File: config.mk
export PLATFORM = sky130hd
export DESIGN_NAME = gtf_flags
export DESIGN_NICKNAME = d
export VERILOG_FILES = /design/src/rtl/gtf_pkg.sv /design/src/rtl/gtf_flags.sv
export SDC_FILE = /design/constraint.sdc
export NUM_CORES = 1
export LEC_CHECK = 0
export BUFFER_PORTS_ARGS = -buffer_cell sky130_fd_sc_hd__buf_2
export CAP_MARGIN = 20
export CORE_MARGIN = 5
export CORE_UTILIZATION = 54
export CTS_BUF_LIST = sky130_fd_sc_hd__clkbuf_8 sky130_fd_sc_hd__clkbuf_16
export CTS_CLUSTER_SIZE = 40
export DETAILED_ROUTE_END_ITERATION = 6
export PLACE_DENSITY_LB_ADDON = 0.2
export SETUP_SLACK_MARGIN = 0.4
export SLEW_MARGIN = 5
export SYNTH_ARGS = -nofsm -noshare
export SYNTH_HDL_FRONTEND = slang
export SYNTH_SLANG_ARGS = --single-unit
File: constraint.sdc
create_clock -name mclk -period 4.76 [get_ports mclk]
set_clock_uncertainty 0.15 [all_clocks]
set_input_delay 0.714 -clock mclk [delete_from_list [all_inputs] [get_ports mclk]]
set_output_delay 0.714 -clock mclk [all_outputs]
set_load 0.01 [all_outputs]
File: src/rtl/gtf_pkg.sv
package gtf_pkg;
	localparam int CHG_W = 16;
	localparam int VOLT_W = 16;
	localparam int TIME_W = 8;
	localparam int CNT_W = 16;
	localparam int ACC_W = 24;
	localparam int CLK_PERIOD_PS = 5000;
	// Dwell times are counted in whole seconds
	localparam int TICK_MS = 1000;
	localparam longint TICK_CYCLES_DFLT = longint'(TICK_MS) * 64'd1000000000 / longint'(CLK_PERIOD_PS);
	localparam int TICK_W = 28;
	localparam logic [15:0] PACK_CFG_RST = 16'ha137;
	localparam logic [15:0] PACK_CFG_MASK = 16'hff3f;
	localparam int PCFG_SHDN_PU = 3;
	localparam int PCFG_SHDN_POL = 2;
	localparam int PCFG_SHDN_EN = 1;
	localparam logic [7:0] CFG_B_RST = 8'h00;
	localparam logic [7:0] CFG_B_MASK = 8'h93;
	localparam int CFGB_FUSE = 7;
	localparam int CFGB_TRIP = 4;
	localparam int CFGB_SELFDSG = 1;
	localparam int CFGB_TDIFF = 0;
	localparam logic CFG_C_RST = 1'b1;
	localparam logic [6:0] INT_EN_RST = 7'h00;
	localparam int NUM_SRC = 7;
	localparam int SRC_TDIFF = 0;
	localparam int SRC_SELFDSG = 1;
	localparam int SRC_OV = 2;
	localparam int SRC_UV = 3;
	localparam int SRC_CHG_HOT = 4;
	localparam int SRC_DSG_HOT = 5;
	localparam int SRC_WARN = 6;
endpackage

File: src/rtl/gtf_flags.sv
`timescale 1ns/1ps
// Function
// - Set warn flag when charge at/below set
// - Clear warn flag when charge at/above clear
// - Set final flag when charge reaches set
// - Clear final flag when charge at/above clear
// - Undervoltage flag after dwell below set threshold
// - Clear undervoltage flag above clear threshold
// - Overvoltage flag after dwell below set threshold
// - Clear overvoltage flag above clear threshold
// - Cycle count plus one per threshold crossing
// - Pack configuration word readable and writable
// - Enables for fuse, trip, self-discharge, temp-difference
// - Enable for temperature-zone charge profile
// - Per-source interrupt enables for seven events
module gtf_flags
	import gtf_pkg::*;
#(
	parameter int unsigned TICK_CYCLES = int'(TICK_CYCLES_DFLT)
) (
	input wire logic mclk,
	input wire logic rstn,
	input wire logic [CHG_W-1:0] nominal_available_charge,
	input wire logic [VOLT_W-1:0] cell_voltage,
	input wire logic [CHG_W-1:0] warn_set_thr,
	input wire logic [CHG_W-1:0] warn_clr_thr,
	input wire logic [CHG_W-1:0] final_set_thr,
	input wire logic [CHG_W-1:0] final_clr_thr,
	input wire logic [VOLT_W-1:0] uv_set_thr,
	input wire logic [TIME_W-1:0] uv_set_time,
	input wire logic [VOLT_W-1:0] uv_clr_thr,
	input wire logic [VOLT_W-1:0] ov_set_thr,
	input wire logic [TIME_W-1:0] ov_set_time,
	input wire logic [VOLT_W-1:0] ov_clr_thr,
	input wire logic dsg_charge_valid,
	input wire logic [CHG_W-1:0] dsg_charge,
	input wire logic [ACC_W-1:0] cycle_count_thr,
	input wire logic pack_cfg_wr,
	input wire logic [15:0] pack_cfg_wdata,
	input wire logic cfg_b_wr,
	input wire logic [7:0] cfg_b_wdata,
	input wire logic cfg_c_wr,
	input wire logic cfg_c_wdata,
	input wire logic int_en_wr,
	input wire logic [NUM_SRC-1:0] int_en_wdata,
	input wire logic charge_overtemp_flag,
	input wire logic discharge_overtemp_flag,
	input wire logic tdiff_raw,
	input wire logic selfdsg_raw,
	input wire logic trip_raw,
	input wire logic fuse_raw,
	output logic charge_level_warn_flag,
	output logic charge_level_final_flag,
	output logic cell_undervoltage_flag,
	output logic cell_overvoltage_flag,
	output logic [CNT_W-1:0] cycle_count,
	output logic [15:0] pack_cfg,
	output logic [7:0] cfg_b,
	output logic temp_zone_charge_profile,
	output logic [NUM_SRC-1:0] int_en,
	output logic temp_difference_detect,
	output logic self_discharge_detect,
	output logic battery_trip_point,
	output logic fuse_fire,
	output logic int_pulse,
	output logic shutdown_enable_pin_o,
	output logic shutdown_enable_pin_oe
);
	logic [TICK_W-1:0] tick_cnt_reg, tick_cnt_next;
	logic tick;
	logic warn_reg, warn_next, final_reg, final_next;
	logic uv_reg, uv_next, ov_reg, ov_next;
	logic [TIME_W-1:0] uv_cnt_reg, uv_cnt_next, ov_cnt_reg, ov_cnt_next;
	logic uv_cond, ov_cond, uv_set_now, ov_set_now;
	logic [ACC_W-1:0] acc_reg, acc_next;
	logic [CNT_W-1:0] cyc_reg, cyc_next;
	logic [15:0] pcfg_reg, pcfg_next;
	logic [7:0] cfgb_reg, cfgb_next;
	logic cfgc_reg, cfgc_next;
	logic [NUM_SRC-1:0] ien_reg, ien_next;
	logic [NUM_SRC-1:0] src, src_prev_reg;
	logic tdiff_reg, selfdsg_reg, trip_reg, fuse_reg, intp_reg, intp_next;
	logic shdn_o_reg, shdn_oe_reg, shdn_o_next, shdn_oe_next, shdn_act;

	// One-second enable from a free divider
	assign tick = (tick_cnt_reg == TICK_W'(TICK_CYCLES - 1));
	always_comb begin
		tick_cnt_next = tick ? '0 : tick_cnt_reg + 1'b1;
	end
	always_ff @(posedge mclk or negedge rstn) begin
		if (!rstn) begin
			tick_cnt_reg <= '0;
		end else begin
			tick_cnt_reg <= tick_cnt_next;
		end
	end

	// Overvoltage set compares below its threshold; direction still to be confirmed
	assign uv_cond = (cell_voltage < uv_set_thr);
	assign ov_cond = (cell_voltage < ov_set_thr);
	assign uv_set_now = uv_cond && (uv_cnt_reg >= uv_set_time);
	assign ov_set_now = ov_cond && (ov_cnt_reg >= ov_set_time);

	// Set wins when thresholds overlap so a flag never chatters
	always_comb begin
		warn_next = warn_reg;
		final_next = final_reg;
		uv_next = uv_reg;
		ov_next = ov_reg;
		if (nominal_available_charge <= warn_set_thr) begin
			warn_next = 1'b1;
		end else if (nominal_available_charge >= warn_clr_thr) begin
			warn_next = 1'b0;
		end
		if (nominal_available_charge <= final_set_thr) begin
			final_next = 1'b1;
		end else if (nominal_available_charge >= final_clr_thr) begin
			final_next = 1'b0;
		end
		if (uv_set_now) begin
			uv_next = 1'b1;
		end else if (cell_voltage > uv_clr_thr) begin
			uv_next = 1'b0;
		end
		if (ov_set_now) begin
			ov_next = 1'b1;
		end else if (cell_voltage > ov_clr_thr) begin
			ov_next = 1'b0;
		end
		// Dwell counters saturate and restart when the condition lapses
		uv_cnt_next = !uv_cond ? '0 : (tick && uv_cnt_reg != '1) ? uv_cnt_reg + 1'b1 : uv_cnt_reg;
		ov_cnt_next = !ov_cond ? '0 : (tick && ov_cnt_reg != '1) ? ov_cnt_reg + 1'b1 : ov_cnt_reg;
	end
	always_ff @(posedge mclk or negedge rstn) begin
		if (!rstn) begin
			warn_reg <= 1'b0;
			final_reg <= 1'b0;
			uv_reg <= 1'b0;
			ov_reg <= 1'b0;
			uv_cnt_reg <= '0;
			ov_cnt_reg <= '0;
		end else begin
			warn_reg <= warn_next;
			final_reg <= final_next;
			uv_reg <= uv_next;
			ov_reg <= ov_next;
			uv_cnt_reg <= uv_cnt_next;
			ov_cnt_reg <= ov_cnt_next;
		end
	end

	// Remainder carries over so no charge is lost between cycles
	always_comb begin
		acc_next = acc_reg;
		cyc_next = cyc_reg;
		if (dsg_charge_valid) begin
			acc_next = acc_reg + ACC_W'(dsg_charge);
		end
		if (acc_next > cycle_count_thr) begin
			acc_next = acc_next - cycle_count_thr;
			cyc_next = cyc_reg + 1'b1;
		end
	end
	always_ff @(posedge mclk or negedge rstn) begin
		if (!rstn) begin
			acc_reg <= '0;
			cyc_reg <= '0;
		end else begin
			acc_reg <= acc_next;
			cyc_reg <= cyc_next;
		end
	end

	// Configuration words; reserved bits read as zero
	always_comb begin
		pcfg_next = pack_cfg_wr ? (pack_cfg_wdata & PACK_CFG_MASK) : pcfg_reg;
		cfgb_next = cfg_b_wr ? (cfg_b_wdata & CFG_B_MASK) : cfgb_reg;
		cfgc_next = cfg_c_wr ? cfg_c_wdata : cfgc_reg;
		ien_next = int_en_wr ? int_en_wdata : ien_reg;
	end
	always_ff @(posedge mclk or negedge rstn) begin
		if (!rstn) begin
			pcfg_reg <= PACK_CFG_RST;
			cfgb_reg <= CFG_B_RST;
			cfgc_reg <= CFG_C_RST;
			ien_reg <= INT_EN_RST;
		end else begin
			pcfg_reg <= pcfg_next;
			cfgb_reg <= cfgb_next;
			cfgc_reg <= cfgc_next;
			ien_reg <= ien_next;
		end
	end

	assign src[SRC_TDIFF] = tdiff_reg;
	assign src[SRC_SELFDSG] = selfdsg_reg;
	assign src[SRC_OV] = ov_reg;
	assign src[SRC_UV] = uv_reg;
	assign src[SRC_CHG_HOT] = charge_overtemp_flag;
	assign src[SRC_DSG_HOT] = discharge_overtemp_flag;
	assign src[SRC_WARN] = warn_reg;
	assign shdn_act = (|(src & ien_reg)) || trip_reg || fuse_reg;

	// Event is a rising source edge; the pin follows enabled levels
	always_comb begin
		intp_next = |(src & ~src_prev_reg & ien_reg);
		shdn_o_next = 1'b0;
		shdn_oe_next = 1'b0;
		if (pcfg_reg[PCFG_SHDN_EN]) begin
			if (pcfg_reg[PCFG_SHDN_PU]) begin
				shdn_o_next = shdn_act ~^ pcfg_reg[PCFG_SHDN_POL];
				shdn_oe_next = 1'b1;
			end else begin
				// Open drain can only pull low
				shdn_oe_next = (shdn_act ~^ pcfg_reg[PCFG_SHDN_POL]) == 1'b0;
			end
		end
	end
	always_ff @(posedge mclk or negedge rstn) begin
		if (!rstn) begin
			src_prev_reg <= '0;
			tdiff_reg <= 1'b0;
			selfdsg_reg <= 1'b0;
			trip_reg <= 1'b0;
			fuse_reg <= 1'b0;
			intp_reg <= 1'b0;
			shdn_o_reg <= 1'b0;
			shdn_oe_reg <= 1'b0;
		end else begin
			src_prev_reg <= src;
			tdiff_reg <= tdiff_raw & cfgb_reg[CFGB_TDIFF];
			selfdsg_reg <= selfdsg_raw & cfgb_reg[CFGB_SELFDSG];
			trip_reg <= trip_raw & cfgb_reg[CFGB_TRIP];
			fuse_reg <= fuse_raw & cfgb_reg[CFGB_FUSE];
			intp_reg <= intp_next;
			shdn_o_reg <= shdn_o_next;
			shdn_oe_reg <= shdn_oe_next;
		end
	end

	assign charge_level_warn_flag = warn_reg;
	assign charge_level_final_flag = final_reg;
	assign cell_undervoltage_flag = uv_reg;
	assign cell_overvoltage_flag = ov_reg;
	assign cycle_count = cyc_reg;
	assign pack_cfg = pcfg_reg;
	assign cfg_b = cfgb_reg;
	assign temp_zone_charge_profile = cfgc_reg;
	assign int_en = ien_reg;
	assign temp_difference_detect = tdiff_reg;
	assign self_discharge_detect = selfdsg_reg;
	assign battery_trip_point = trip_reg;
	assign fuse_fire = fuse_reg;
	assign int_pulse = intp_reg;
	assign shutdown_enable_pin_o = shdn_o_reg;
	assign shutdown_enable_pin_oe = shdn_oe_reg;
endmodule

==> results of run 1 <==
==> final cells by class <==
type / count / area share (%)
well taps: 270 / 2.351
flip-flops and latches: 128 / 22.37
clock inverters: 15 / 1.167
multi-input cells: 922 / 51.57
clock buffers: 17 / 2.961
inverters: 175 / 4.572
repair buffers: 381 / 14.98
diodes: 2 / 0.03483
==> logic make-up (layout without fill, tap and decap cells) <==
logic type | Yosys count | count (layout)
simple gates | 330 | 330
compound gates | 251 | 251
buf+inv | 199 | 588
fa+ha+maj | 188 | 188
flops | 128 | 128
xor+xnor | 90 | 90
mux | 57 | 57
other cells | 1 | 8
==> per-layer routing <==
| layer | share of wire (%) | track usage, % | routed length, um |
|---|---|---|---|
| met2 | 48 | 43.05 | 14580 |
| met5 | 0.023 | 0 | 7 |
| met1 | 43 | 31.17 | 12910 |
| met4 | 2.8 | 9.125 | 843 |
| met3 | 5.8 | 4.608 | 1735 |
==> path summary, 6_finish.rpt <==
kind | endpoint | cells past startpoint
max in group asynchronous | acc_reg[23] | 2
min in group mclk | src_prev_reg[1] | 0
worst max register to register | acc_reg[6] | 19
worst min register to register | src_prev_reg[1] | 0
worst min-delay path | battery_trip_point | 2
worst max-delay path | acc_reg[6] | 21
==> power by group <==
part / internal (uW) / leakage [uW] / switching (uW)
Sequential: 1280 / 0.00161 / 126
Combinational: 2050 / 0.00582 / 1960
Clock: 704 / 0.000286 / 575
Total: 4030 / 0.00772 / 2660
==> per-stage QoR <==
step	setup TNS, ns	utilization (%)	setup WS (ns)	power (uW)
2_1_floorplan	0	-	0.3091	3825
5_1_grt	0	71.01	0.09787	7211
3_5_place_dp	-4.133	66.62	-0.1969	5034
6_report	0	71.01	0.2686	6697
3_3_place_gp	-2.589	66.62	-0.1417	4953
4_1_cts	0	69.79	0.3506	6404
==> worst max-delay path: stages <==
cell	delay, ns
buf_2	0.12
ha_4	0.16
buf_4	0.13
a211oi_2	0.30
o21ai_0	0.14
buf_4	0.17
nand4_1	0.13
a21oi_2	0.10
buf_4	0.15
o21a_1	0.17
o21a_1	0.17
o31ai_2	0.25
ha_1	0.32
a21o_1	0.20
a21o_1	0.22
o221ai_2	0.24
a31o_1	0.23
a31oi_4	0.14
buf_6	0.15
buf_12	0.14
mux2_4	0.30
==> timing repair <==
| action | in CTS | in global routing |
|---|---|---|
| gates cloned | 0 | 1 |
| setup endpoints to repair | 31 | 40 |
| pin swaps | 1 | 15 |
| endpoints found under the hold margin | 0 | 0 |
| gates resized for setup | 10 | 40 |
| buffers inserted | 0 | 8 |
==> cells in the final DEF (no fill, tap or decap), drive strengths merged, types with 12 or more instances in the layout <==
cell type  count
a211oi        13
inv          182
xor2          37
nand2         67
a21o          44
nor2          79
nand3         36
xnor2         53
nand4         44
dfrtp        119
buf          380
a21oi         72
and3          13
nor3          17
o21ai         60
clkbuf        18
o21a          15
mux2          53
ha           186
nand2b        19
nor2b         12
==> flow_summary_export.csv, run 1 <==
group,metric,value,unit
finish,seqCellArea,3214,um2
setup_path,startpoint,"dsg_charge[0]",
global_route,gr-total-overflow,0,
global_route,antenna_found_initial,3,
routing,drt-total-wl,30.07,mm
finish,largest_reg_flops,28,
placement,dp_cells,1866,
synth,syn_inst,1244,
die,die-area,23540,um2
finish,multi_input_area,7410,um2
routing,drc,0,
routing,routed_wire_length_per_instance,15.74,um
synth,yosysMostFrequentCell,"ha_1",
synth,yosysTopAreaCellShare,26.81,%
routing,drt-vias-per-instance,5.349,
synth,ys_types,68,
clocking,cts_tree,"done",
timing,post-route-period-util,94.36,%
clocking,cts-root-buf,"clkbuf_16",
finish,final_area,14370,um2
routing,route.vias.total,10220,
finish,drive_above_1_share,32.66,%
routing,ant_nets,0,
hold_path,hp-class,"in2async",
finish,fin_cells,1910,
placement,hpwl,24.68,mm
synth,ys_seq_area_share,28.94,%
setup_path,worstSetupEndpointType,"flop",
clocking,cts_buffer_depth,2,
global_route,grt_max_degree,129,
finish,nNetsFinal,2074,
pwr,vdd_drop_max,530.6,uV
setup_path,rrSetupSlack,0.27,ns
synth,synth-compound-area-share,14.42,%
global_route,grt_pass1_vias,10510,
timing,rsz0062_at_grt,"yes",
synth,muxShareOfSynthArea,5.734,%
routing,firstDrtPassIters,7,
timing,fin_crit,4.491,ns
clocking,hold_buffers,0,
placement,port_buffers,307,
synth,synth_ff_type,"dfrtp_1",
synth,ys_warn_count,0,
die,ios,320,
pwr,cellLeakagePower,0.007718,uW
synth,netlist_top_cells_count,"ha_1, inv_1, dfrtp_1",
clocking,clkLatencyLatePin,0.41,ns
timing,worst_pin_slew,0.7014,ns
clocking,clk_pin_slew,0.07,ns
die,die_w,153.4,um
run_status,status,"completed",
synth,synth-adder-area-share,21.31,%
finish,fillCellCount,1598,
setup_path,cp-start-kind,"primary input",
synth,yosys.area_share.xor_xnor,7.097,%
clocking,clock_sinks,128,
setup_path,critPathRequiredTime,4.91,ns
synth,netlist_area,11110,um2
timing,timing.fmax,0.2226,GHz
global_route,grt.total_usage,24.93,%
synth,synth_area_per_cell,8.928,um2
clocking,cts_max_level,4,
setup_path,arrival,4.64,ns
timing,finalHoldViolCount,0,
global_route,grt_pass1_wl,49.05,mm
synth,synth_edf_count,0,
placement,gp_congestion,0.9313,
setup_path,path_max_fanout,8,
timing,setup_viol,0,
die,initial_core_util,54.89,%
synth,synth_area_leader_cell,"dfrtp_1",
die,core_region_area,20230,um2
timing,slew_headroom,52.81,%
die,placementRows,52,
synth,synth-seq-cells,128,
timing,final-max-slew-violation-count,0,
setup_path,r2r_start,"acc_reg[1]",
placement,placed_area,13480,um2
synth,async_reset_ff_share,100.0,%
synth,synth_simple_gate_area_share,15.48,%
routing,drtIter0Drc,465,
synth,synth_top_family_by_area,"adder cells",
synth,yosys-top-cells-area,"dfrtp_1, ha_1, inv_1",
setup_path,critical_path_class,"in2reg",
clocking,cts_made_buffers,17,
die,fp.dieH,153.4,um
timing,whs,0.2241,ns
run,maxCapViolations,0,
pwr,p_per_area,466.1,nW/um2
finish,syn_to_final_growth,29.37,%
Note: power is estimated with default switching activity, not from simulation.
==> inputs of run 2 (changes only) <==
Settings changed: CELL_PAD_IN_SITES_DETAIL_PLACEMENT set to 0, CELL_PAD_IN_SITES_GLOBAL_PLACEMENT set to 1, CORE_UTILIZATION 54 to 40.
==> flow_summary_export.csv, run 2 (synthesis results as in run 1) <==
group,metric,value,unit
routing,drtIter0Drc,333,
timing,finalHoldViolCount,0,
global_route,grt.busiest_layer,"met2",
timing,post-route-period-util,92.16,%
timing,timing.fmax,0.2280,GHz
global_route,grt_util_met1,26.71,%
timing,fin_crit,4.387,ns
die,fp.dieH,176.6,um
finish,multi_input_area,7360,um2
finish,fin_cells,2035,
setup_path,worst_path_most_repeated_cell,"buf_4",
finish,n_antenna_cell,0,
placement,port_buffers,307,
finish,seqCellArea,3214,um2
die,initial_core_util,40.20,%
timing,rsz0062_at_grt,"yes",
clocking,clock_sinks,128,
placement,placed_area,13740,um2
timing,worst_pin_slew,0.9472,ns
finish,largest_reg_flops,28,
routing,route.vias.total,9981,
routing,drt-vias-per-instance,4.905,
routing,drt-total-wl,31.22,mm
setup_path,critPathMaxStageDelay,0.39,ns
finish,fillCellCount,2691,
global_route,antenna_found_initial,1,
placement,hpwl,25.95,mm
setup_path,cp-start-kind,"primary input",
finish,mostFrequentLayoutCell,"buf_2",
setup_path,path_max_fanout,7,
placement,dp_cells,1992,
die,die-area,31200,um2
clocking,cts_buffer_depth,2,
setup_path,cpMaxStageDelayCell,"fa_2",
run_status,status,"completed",
setup_path,cp_num_buf_inv,6,
timing,final-max-slew-violation-count,0,
pwr,vdd_drop_max,366.3,uV
global_route,gr-total-overflow,0,
pwr,cellLeakagePower,0.007761,uW
finish,nNetsFinal,2093,
clocking,cts_max_level,4,
timing,whs,0.2397,ns
routing,drc,0,
setup_path,critical_path_class,"in2reg",
global_route,grtUsageMet3,3.354,%
routing,routed_wire_length_per_instance,15.34,um
clocking,clk_pin_slew,0.07,ns
clocking,clkLatencyLatePin,0.42,ns
timing,slew_headroom,36.85,%
die,core_region_area,27630,um2
setup_path,worstSetupEndpointType,"flop",
pwr,p_per_area,460.3,nW/um2
timing,setup_viol,0,
die,placementRows,61,
routing,ant_nets,0,
clocking,cts-root-buf,"clkbuf_16",
global_route,grt_pass1_vias,10050,
finish,syn_to_final_growth,31.09,%
global_route,grt_pass1_wl,49.77,mm
clocking,hold_buffers,0,
finish,final_area,14560,um2
setup_path,path_delay_family,"compound AO/OA/AOI/OAI gates",
die,die_w,176.6,um
global_route,grt.total_usage,19.46,%
routing,firstDrtPassIters,4,
finish,drive_above_1_share,33.19,%
die,ios,320,
hold_path,hp-class,"in2async",
placement,gp_congestion,0.8691,
setup_path,arrival,4.55,ns
setup_path,critPathRequiredTime,4.92,ns
clocking,cts_made_buffers,17,
setup_path,cp_cell_sequence,"buf_2 > ha_4 > inv_2 > fa_2 > nor2b_2 > o31a_1 > o311ai_4 > a21oi_2 > o211ai_1 > buf_4 > a21o_1 > xnor2_2 > ha_4 > buf_4 > a21o_1 > o221ai_2 > a31o_1 > a31oi_4 > buf_4 > buf_8 > mux2_2",
finish,final_cell_mix,"buf_2, ha_1, inv_1, dfrtp_1, buf_4",
global_route,grtUsageMet2,32.64,%
global_route,grt_max_degree,101,
clocking,cts_tree,"done",
run,maxCapViolations,0,
finish,fin_util,52.70,%
run 2: cell count changes in the layout (fill, tap and decap cells not counted), sizes merged:
cell / before / now
inv: 182 / 184
buf: 380 / 399
clkinv: 7 / 5
diode: 2 / 0
run 2: power breakdown:
part           internal [uW]  switching [uW]
registers               1280             131
clock network            702             599
logic                   2080            1910
total                   4060            2640
run 2: area by class of cell:
class	instances	area share [%]
clock buffers	17	2.922
clock inverters	15	1.083
inverters	175	4.511
multi-input cells	922	50.55
flip-flops and latches	128	22.08
well taps	378	3.248
repair buffers	400	15.61
run 2: per-layer routing:
metal	part of all wire, %	wire length [um]	vias up
met1	47	14710	4555
met5	0.022	7	-
li1	-	-	5165
met2	47	14590	235
met4	0.89	278	2
met3	5.2	1632	24
run 2: what timing repair did:
item,CTS,global route
cloned,0,1
buffers inserted,6,4
pin swaps,17,19
setup endpoints to repair,36,39
resized for setup,16,15
run 2: worst register-to-register path: stages (launching register included):
cell and delay (ns):
dfrtp_1 0.40, ha_4 0.17, inv_2 0.05, fa_2 0.21, nor2b_2 0.05, o31a_1 0.33
o311ai_4 0.36, nand2_1 0.16, a21oi_2 0.18, xnor2_1 0.08, mux2_4 0.28, ha_4 0.31
nand2_4 0.06, nor4_4 0.28, buf_4 0.16, nand2_1 0.08, nor4_4 0.30, a31oi_4 0.08
buf_4 0.16, buf_8 0.13, mux2_2 0.28
run 2: stage by stage:
stage / power (uW) / TNS (ns) / setup slack, ns
CTS: 6650 / 0 / 0.3902
detailed placement: 5172 / -4.119 / -0.1799
global placement: 5138 / -3.093 / -0.1475
global route: 7249 / 0 / 0.1426
finish: 6703 / 0 / 0.3734
floorplan: 3825 / 0 / 0.3091
run 2: worst paths after layout:
check                      cells past startpoint               startpoint                to  slack [ns]
hold reg to reg                                0   temp_difference_detect   src_prev_reg[0]        0.28
setup reg to reg                              20               acc_reg[0]       acc_reg[11]        0.39
hold / removal                                 1                     rstn      pack_cfg[11]        0.24
setup / recovery                              21            dsg_charge[0]       acc_reg[11]        0.37
max in group asynchronous                      2                     rstn  tick_cnt_reg[24]        3.20
min in group mclk                              1  discharge_overtemp_flag   src_prev_reg[5]        0.26
